**config.mk**
```make
export PLATFORM = sky130hd
export DESIGN_NAME = watchdog_sleep_ctrl
export DESIGN_NICKNAME = d
export VERILOG_FILES = /design/src/wdt_pkg.sv /design/src/watchdog_sleep_ctrl.sv
export SDC_FILE = /design/constraint.sdc
export NUM_CORES = 1
export LEC_CHECK = 0
export ABC_CLOCK_PERIOD_IN_PS = 5700
export BUFFER_PORTS_ARGS = -buffer_cell sky130_fd_sc_hd__buf_4
export CAP_MARGIN = 25
export CORE_ASPECT_RATIO = 1.75
export CORE_MARGIN = 1.5
export CORE_UTILIZATION = 63
export DETAILED_ROUTE_END_ITERATION = 10
export GPL_ROUTABILITY_DRIVEN = 0
export GPL_TIMING_DRIVEN = 0
export MAX_ROUTING_LAYER = met4
export PLACE_DENSITY = 0.85
export RECOVER_POWER = 25
export SLEW_MARGIN = 10
export SYNTH_ARGS = -nofsm -noshare
export SYNTH_HDL_FRONTEND = slang
export SYNTH_SLANG_ARGS = --single-unit
```
**constraint.sdc**
```tcl
create_clock -name clk -period 5.7 [get_ports clk]
set_input_delay 0.285 -clock clk [delete_from_list [all_inputs] [get_ports clk]]
set_output_delay 0.285 -clock clk [all_outputs]
set_load 0.1 [all_outputs]
```
**src/wdt_pkg.sv**
```systemverilog
package wdt_pkg;
	// ----------------------------------------
	// register map
	// ----------------------------------------
	localparam logic [3:0] ADDR_CTRL = 4'h0;
	localparam logic [3:0] ADDR_STATUS = 4'h1;
	localparam logic [3:0] ADDR_IRQ_STAT = 4'h2;
	localparam logic [3:0] ADDR_IRQ_MASK = 4'h3;
	localparam logic [3:0] ADDR_POST = 4'h4;
	localparam logic [3:0] ADDR_OSC = 4'h5;

	// ----------------------------------------
	// control register fields
	// ----------------------------------------
	localparam int BIT_SOFT_ON = 0;
	localparam int BIT_SINK = 1;
	localparam int BIT_WAKE_EN = 2;
	localparam int BIT_ULTRA = 4;
	localparam int BIT_LEVEL = 5;
	localparam int BIT_REG_LP = 7;
	localparam logic [7:0] CTRL_WMASK = 8'h97;
	localparam logic [7:0] CTRL_RESET = 8'h00;
	localparam logic [7:0] OSC_RESET = 8'h00;
	localparam int FSEL_LSB = 4;

	// ----------------------------------------
	// timing
	// ----------------------------------------
	localparam int CLK_MHZ = 100;
	localparam int BASE_PERIOD_US = 4000;
	localparam int BASE_CYCLES = BASE_PERIOD_US * CLK_MHZ;
	localparam int BASE_W = 19;
	localparam int POST_W = 16;
	localparam int SYNC_W = 3;

	// ----------------------------------------
	// types
	// ----------------------------------------
	typedef enum logic [3:0] {
		MODE_OFF = 4'h1,
		MODE_SOFT = 4'h2,
		MODE_RUN_ONLY = 4'h4,
		MODE_ON = 4'h8
	} wdt_mode_t;

	typedef struct packed {
		logic [3:0] addr;
		logic [7:0] wdata;
		logic wr;
		logic rd;
	} reg_req_t;

	typedef struct packed {
		logic reg_lowpower;
		logic ultra_lowpower;
		logic wake_enable;
		logic wake_sink;
		logic osc_enable;
	} power_ctl_t;
endpackage

```
**src/watchdog_sleep_ctrl.sv**
```systemverilog
// The register offsets and the address-and-strobe port were left to the implementer.
`timescale 1ns/100ps
module watchdog_sleep_ctrl
	import wdt_pkg::*;
#(
	// base period in clock cycles; a bench may shorten it so that expiry is reachable
	parameter int BASE_COUNT = BASE_CYCLES
)
(
	// clock and reset
	input wire logic clk,
	input wire logic arst_n,
	// register port
	input wire logic [3:0] reg_addr,
	input wire logic [7:0] reg_wdata,
	input wire logic reg_wr,
	input wire logic reg_rd,
	output logic [7:0] reg_rdata,
	// configuration and core events
	input wire logic [1:0] watchdog_mode_config,
	input wire logic [3:0] postscale_select,
	input wire logic retention_config_bit,
	input wire logic sleep_instr,
	input wire logic clear_watchdog_instr,
	input wire logic in_sleep,
	input wire logic clock_fail,
	// pins
	input wire logic regulator_enable_pin,
	input wire logic wake_comparator_pin,
	// outputs
	output power_ctl_t power_ctl,
	output logic watchdog_reset,
	output logic watchdog_wake,
	output logic irq
);

	// ----------------------------------------
	// input synchronisers
	// ----------------------------------------
	logic [1:0] sync1_r;
	logic [1:0] sync2_r;
	logic env_s;
	logic cmp_s;

	always_ff @(posedge clk or negedge arst_n) begin
		if (!arst_n) begin
			sync1_r <= 2'h0;
			sync2_r <= 2'h0;
		end else begin
			sync1_r <= {regulator_enable_pin, wake_comparator_pin};
			sync2_r <= sync1_r;
		end
	end
	assign env_s = sync2_r[1];
	assign cmp_s = sync2_r[0];

	// ----------------------------------------
	// registers
	// ----------------------------------------
	reg_req_t req;
	logic [7:0] ctrl_r;
	logic [7:0] osc_r;
	logic [2:0] irq_stat_r;
	logic [2:0] irq_mask_r;
	logic [7:0] ctrl_rd;
	logic ultra_ok;
	logic fsel_change;

	assign req = '{addr: reg_addr, wdata: reg_wdata, wr: reg_wr, rd: reg_rd};
	assign ultra_ok = env_s && !retention_config_bit;
	assign fsel_change = req.wr && req.addr == ADDR_OSC
		&& req.wdata[FSEL_LSB +: 3] != osc_r[FSEL_LSB +: 3];

	always_ff @(posedge clk or negedge arst_n) begin
		if (!arst_n) begin
			ctrl_r <= CTRL_RESET;
		end else if (req.wr && req.addr == ADDR_CTRL) begin
			ctrl_r <= req.wdata & CTRL_WMASK;
		end
	end

	always_ff @(posedge clk or negedge arst_n) begin
		if (!arst_n) begin
			osc_r <= OSC_RESET;
		end else if (req.wr && req.addr == ADDR_OSC) begin
			osc_r <= req.wdata;
		end
	end

	always_comb begin
		ctrl_rd = ctrl_r;
		ctrl_rd[BIT_LEVEL] = ctrl_r[BIT_WAKE_EN] & cmp_s;
		ctrl_rd[BIT_ULTRA] = ctrl_r[BIT_ULTRA] & ultra_ok;
	end

	// ----------------------------------------
	// mode decode
	// ----------------------------------------
	wdt_mode_t mode;
	logic wdt_run;

	always_comb begin
		case (watchdog_mode_config)
			2'h0: mode = MODE_OFF;
			2'h1: mode = MODE_SOFT;
			2'h2: mode = MODE_RUN_ONLY;
			default: mode = MODE_ON;
		endcase
	end

	always_comb begin
		case (mode)
			MODE_ON: wdt_run = 1'b1;
			MODE_RUN_ONLY: wdt_run = !in_sleep;
			MODE_SOFT: wdt_run = ctrl_r[BIT_SOFT_ON];
			MODE_OFF: wdt_run = 1'b0;
			default: wdt_run = 1'b0;
		endcase
	end

	// ----------------------------------------
	// counters
	// ----------------------------------------
	logic [BASE_W-1:0] base_r;
	logic [POST_W-1:0] post_r;
	logic base_tick;
	logic clr;
	logic expire;

	assign clr = sleep_instr || clear_watchdog_instr || fsel_change || clock_fail;
	assign base_tick = wdt_run && base_r == BASE_W'(BASE_COUNT - 1);

	always_ff @(posedge clk or negedge arst_n) begin
		if (!arst_n) begin
			base_r <= '0;
		end else if (clr || base_tick) begin
			base_r <= '0;
		end else if (wdt_run) begin
			base_r <= base_r + 1'b1;
		end
	end

	always_ff @(posedge clk or negedge arst_n) begin
		if (!arst_n) begin
			post_r <= '0;
		end else if (clr || expire) begin
			post_r <= '0;
		end else if (base_tick) begin
			post_r <= post_r + 1'b1;
		end
	end

	// tap n ends after 2^n base periods
	assign expire = base_tick && post_r == POST_W'((32'h1 << postscale_select) - 32'h1);

	always_ff @(posedge clk or negedge arst_n) begin
		if (!arst_n) begin
			watchdog_reset <= 1'b0;
			watchdog_wake <= 1'b0;
		end else begin
			watchdog_reset <= expire && !in_sleep;
			watchdog_wake <= expire && in_sleep;
		end
	end

	// ----------------------------------------
	// interrupts
	// ----------------------------------------
	logic [2:0] ev;

	assign ev = {clock_fail, expire && in_sleep, expire && !in_sleep};

	// set wins over write-one-clear
	always_ff @(posedge clk or negedge arst_n) begin
		if (!arst_n) begin
			irq_stat_r <= 3'h0;
			irq_mask_r <= 3'h0;
		end else begin
			if (req.wr && req.addr == ADDR_IRQ_STAT) begin
				irq_stat_r <= (irq_stat_r & ~req.wdata[2:0]) | ev;
			end else begin
				irq_stat_r <= irq_stat_r | ev;
			end
			if (req.wr && req.addr == ADDR_IRQ_MASK) begin
				irq_mask_r <= req.wdata[2:0];
			end
		end
	end
	assign irq = |(irq_stat_r & irq_mask_r);

	// ----------------------------------------
	// read port
	// ----------------------------------------
	always_ff @(posedge clk or negedge arst_n) begin
		if (!arst_n) begin
			reg_rdata <= 8'h00;
		end else if (req.rd) begin
			case (req.addr)
				ADDR_CTRL: reg_rdata <= ctrl_rd;
				ADDR_STATUS: reg_rdata <= {5'h00, ultra_ok, wdt_run, in_sleep};
				ADDR_IRQ_STAT: reg_rdata <= {5'h00, irq_stat_r};
				ADDR_IRQ_MASK: reg_rdata <= {5'h00, irq_mask_r};
				ADDR_POST: reg_rdata <= post_r[15:8];
				ADDR_OSC: reg_rdata <= osc_r;
				default: reg_rdata <= 8'h00;
			endcase
		end else begin
			reg_rdata <= 8'h00;
		end
	end

	// ----------------------------------------
	// power outputs
	// ----------------------------------------
	always_ff @(posedge clk or negedge arst_n) begin
		if (!arst_n) begin
			power_ctl <= '0;
		end else begin
			power_ctl.ultra_lowpower <= in_sleep && ctrl_r[BIT_ULTRA] && ultra_ok;
			power_ctl.reg_lowpower <= in_sleep && ctrl_r[BIT_REG_LP]
				&& !(ctrl_r[BIT_ULTRA] && ultra_ok);
			power_ctl.wake_enable <= ctrl_r[BIT_WAKE_EN];
			power_ctl.wake_sink <= ctrl_r[BIT_WAKE_EN] && ctrl_r[BIT_SINK];
			power_ctl.osc_enable <= wdt_run;
		end
	end
endmodule

```
# == Yosys cells after proc, flatten, opt, wreduce, memory -nomap -nowiden ==
# Index checks and enable logic that the tools add are counted.
# totals
regBits,73
latchBits,0
ramBits,0
rom_bits,0
in_bits,29
output_inout_bits,16
mem_count,0
# classes
add_sub_neg,3
n_mul,0
div,0
order_cmp,0
n_eq_ne,13
shift,1
n_mux,9
n_bitwise,7
reduce_logical,29
# ops
operator,n
$pmux W8 S6,1
$mux W19,2
$mux W16,2
$add A19 B1 Y19 const B,1
$eq A19 B19 Y1 const B,1
$add A16 B1 Y16 const B,1
$eq A16 B16 Y1,1
$logic_and A1 B1 Y1,16
$shl A1 B4 Y16 const A,1
$sub A16 B1 Y16 const B,1
$eq A4 B2 Y1 const B,3
$eq A4 B3 Y1 const B,3
$pmux W4 S3,1
$mux W8,1
$and A3 B3 Y3,2
$or A3 B3 Y3,2
$logic_or A1 B1 Y1,5
$eq A4 B1 Y1 const B,1
$eq A4 B4 Y1 const B,1
$logic_not A4 Y1,1
$reduce_bool A2 Y1,2
$logic_not A1 Y1,3
$mux W3,1
$ne A3 B3 Y1,1
7 further kinds,8

# == Logic depth before layout (Yosys ltp) ==
# logic_depth
depth_word,9
depth_mapped,13

# == Worst setup path before layout ==
# Ideal clock, no wire load.
# synth_timing
path_kind,input to register
start,in postscale_select[3]
end,reg post_r[0]
setup_time_ps,125
t_arrival_ps,2398
slack_ps,3177
path_stages,13
path_buffers,4
cell_sequence,buf_2 -> nor3_1 -> nand2b_1 -> ha_1 -> clkbuf_1 -> nor2b_1 -> o211ai_1 -> a21oi_1 -> nor4_1 -> and3_1 -> buf_6 -> buf_12 -> nor3_2
# synth_via
elab_chain_cells,6
elab_cells_between_ends,7
cone_classes,add/sub: 1; eq/ne: 1; shift: 1; mux: 1; reduce/logical: 3
# synth_lines
item,line_no,source
start: declaration,watchdog_sleep_ctrl.sv:21,"input wire logic [3:0] postscale_select,"
$shl A1 B4 Y16 *,watchdog_sleep_ctrl.sv:154,assign expire = base_tick && post_r == POST_W'((32'h1 << postscale_select) - 32'h1);
$sub A16 B1 Y16 *,watchdog_sleep_ctrl.sv:154,
$eq A16 B16 Y1 *,watchdog_sleep_ctrl.sv:154,
$logic_and A1 B1 Y1 *,watchdog_sleep_ctrl.sv:154,
$logic_or A1 B1 Y1 *,watchdog_sleep_ctrl.sv:146,end else if (clr || expire) begin
$mux W16 or $reduce_bool A2 Y1 (tied branches),-,
end signal: assignment,watchdog_sleep_ctrl.sv:149,post_r <= post_r + 1'b1;
end: declaration,watchdog_sleep_ctrl.sv:125,logic [POST_W-1:0] post_r;
# Every way passes the cells marked *; elsewhere a longest branch is shown, timed or not.
# A chain may end at the register's enable or synchronous reset.

==> impl_results.md <==
- Status: complete, but fails checks
- Power Density: roughly 250 mW/mm^2
- Largest net degree at the start of global routing: 74
- Worst setup EP type: asynchronous set/reset pin
- Tightest Hold Check Type: in -> reg
- Worst skew pair latency: roughly 0.36 ns
- Post-synth cell types: 61
- Comb pwr share: 0.163
- Crit path time final: ~3.3 ns
- WL final: 9440 um
- WP buf/inv: 1
- Critical path data arrival time: about 2.9 ns
- Vias after detailed routing: 3293
- Static Leak: slightly below 2 nW
- Syn_area_per_cell: a little over 10 um^2
- Cell Rows: 38
- Initial antenna violation count: 0
- Post-Synth XOR/XNOR Area: 0.0829
- Num CTS Buffers: 9
- Setup bufs post-CTS: 0
- Part of the power in registers: 0.505
- # IOs: 45
- Final worst path period share: 0.580
- GRT Overall Usage: 0.306
- Final hold viol count: 0
- Synthesized-area fraction occupied by adder cells: 0.00935
- Global route total overflow: 0
- Area share of the largest cell type after synthesis: 0.455
- Final setup TNS: 0 ns
- Clk buf depth: 2
- Max cap viols: 1
- Vias in the first global route: 3316
- Worst path slowest cell: clkbuf_1
- Number of hold buffers added after cts: 0
- Synth Register Bits: 73
- Final worst slack: approximately 2.4 ns
- Ys flop type: dfrtp_1
- Post-CTS resize count: 0
- Path type of the worst setup path: in -> async
- Fmax: roughly 300 MHz
- First-pass GRT wire length: 15600 um
- Port Buf Inserts: 43
- Cell taking the most area after synthesis: dfrtp_1
- Vias/cell: roughly 6.2
- Post-synthesis mux area share: 0.0611
- Clock share of power: 0.332
- Syn_nets: 428
- Compound-Gate Fraction of Synth Area: 0.126
- # diodes: 0
- Max-slew violation count: between 70 and 80
- Die area: slightly below 0.007 mm^2
- Post-DRT Antenna Nets: 0
- Most frequent cell after synthesis: dfrtp_1
- Root buffer cell: clkbuf_8
- Wire per inst: roughly 18 um
- Pre-CTS worst setup slack: between 2 and 3 ns
- TritonCTS Sinks: between 70 and 80
- Number of synthesized flops with an enable pin: 0
- CTS tree: yes
- Worst-path cell chain: clkbuf_1
- Crit start category: input port
- Post-DP HPWL: between 7000 and 8000 um
- Ys Warns: 0
- Failing checks: capacitance limit, slew limit
- Worst path top cell family by delay: buffers and inverters
- Drt first pass iters: 5
- Nets: 482
- Core Region: 0.00618 mm^2
- Iter 0 DRT Violations: ~270
- Initial Util: 0.650
- Fraction of registers with async set/reset: 1.00
- Synthesized-area fraction occupied by and/or/nand/nor cells: 0.220
- Cells after Synth: around 400
- Pint: around 0.79 mW
- Peak VDD IR: ~0.00019 V
- WP data required: 5.31 ns
- Seq/Total Area, Yosys: 0.455
- Synth top area cells: dfrtp_1, xor2_1, mux2_2, nor2_1, xnor2_1
- Synthesized cell area: between 0.004 and 0.005 mm^2
- H-tree depth: 3
- NetSw: roughly 0.35 mW
- Die width: approximately 63 um
- Largest family of logic cells by synthesized area: simple AND/OR/NAND/NOR gates
- Layout area overhead: 15.1%
- Die Ht: roughly 110 um
- Sw Ratio: 0.305
- Share of cells above drive strength 1: 0.240
- RSZ-0062 raised after global routing: no
- Count of final setup violators: 0
- Worst-path clk slew: 0.08 ns
- Critical path peak fanout: 73
- Residual DRC: 0
- Max transition margin: -1.49
- Crit path largest cell delay: between 2 and 3 ns
- Slew @ Worst Pin: 3.73 ns
- Synth cell count leaders: dfrtp_1, nor2_1, nand2_1
- Setup Skew: 0.0112 ns
[flip-flops by register name, summed over array words and instances (netlist names)]
signal          cells
irq_mask_r          3
post_r             16
ctrl_r              5
sync2_r             2
watchdog_reset      1
sync1_r             2
irq_stat_r          3
base_r             19
watchdog_wake       1
reg_rdata           8
osc_r               8
power_ctl           5
[power by group through the flow]
stage	sequential, mW	clock [mW]	combinational, mW
floorplan	0.618	0	0.0870
global placement	0.583	0	0.182
detailed placement	0.586	0	0.186
CTS	0.576	0.383	0.187
global route	0.579	0.406	0.200
finish	0.576	0.378	0.186
[metal layers]
metal,GRT usage,up-vias,part of all wire
li1,-,1539,-
met1,0.288,1593,0.33
met2,0.567,119,0.57
met3,0.0531,42,0.047
met4,0.185,0,0.052
met5,-,-,0
[per-stage QoR]
stage / hold WS (ns) / area (um^2) / cells / utilization / power, mW
floorplan: -0.0106 / 4020 / 396 / - / 0.705
detailed placement: 0.345 / 4440 / 519 / 0.718 / 0.772
finish: 0.0475 / 4620 / 535 / 0.748 / 1.14
global route: 0.0371 / 4620 / 535 / 0.748 / 1.18
CTS: 0.0160 / 4630 / 535 / 0.748 / 1.15
global placement: 0.332 / 4440 / 519 / 0.718 / 0.765
[placed cells by master, fill, tap and decap left out, types with 12 or more instances in the layout]
master / netlist / final
buf_4: 1 / 41
nor2_1: 32 / 32
xnor2_1: 13 / 13
o21ai_0: 18 / 18
xor2_1: 25 / 25
dfrtp_1: 73 / 73
a21oi_1: 13 / 13
nor3_1: 12 / 12
nand2_1: 26 / 26
mux2_2: 18 / 18
[logic make-up (layout without fill, tap and decap cells)]
logic type,count (synthesis),after routing
xor gates and xnor gates,38,38
and+or+nand+nor,153,153
AOI/OAI and AO/OA,72,72
buffers and inverters,36,95
adders and majority gates,3,3
muxes,21,21
DFF,73,73
[cell type report]
| cell class | count | area, um^2 |
|---|---|---|
| clock inverters | 6 | 50.0 |
| clock buffers | 10 | 138 |
| inverters | 11 | 41.3 |
| repair buffers | 43 | 319 |
| plain buffers | 25 | 140 |
| flip-flops and latches | 73 | 1830 |
| fillers | 450 | 1560 |
| well taps | 80 | 100 |
| multi-input cells | 287 | 2010 |
[path summary, 6_finish.rpt]
check,cells after the start,endpoint,startpoint,slack (ns)
max,1,post_r[2],arst_n,2.39
min,1,sync1_r[0],wake_comparator_pin,0.05
max reg2reg,8,post_r[10],base_r[15],3.08
min reg2reg,0,sync2_r[1],sync1_r[1],0.36
max in group clk,14,post_r[10],postscale_select[3],2.99
min in group asynchronous,1,ctrl_r[4],arst_n,1.20
Power figures use the tool's default switching activity.
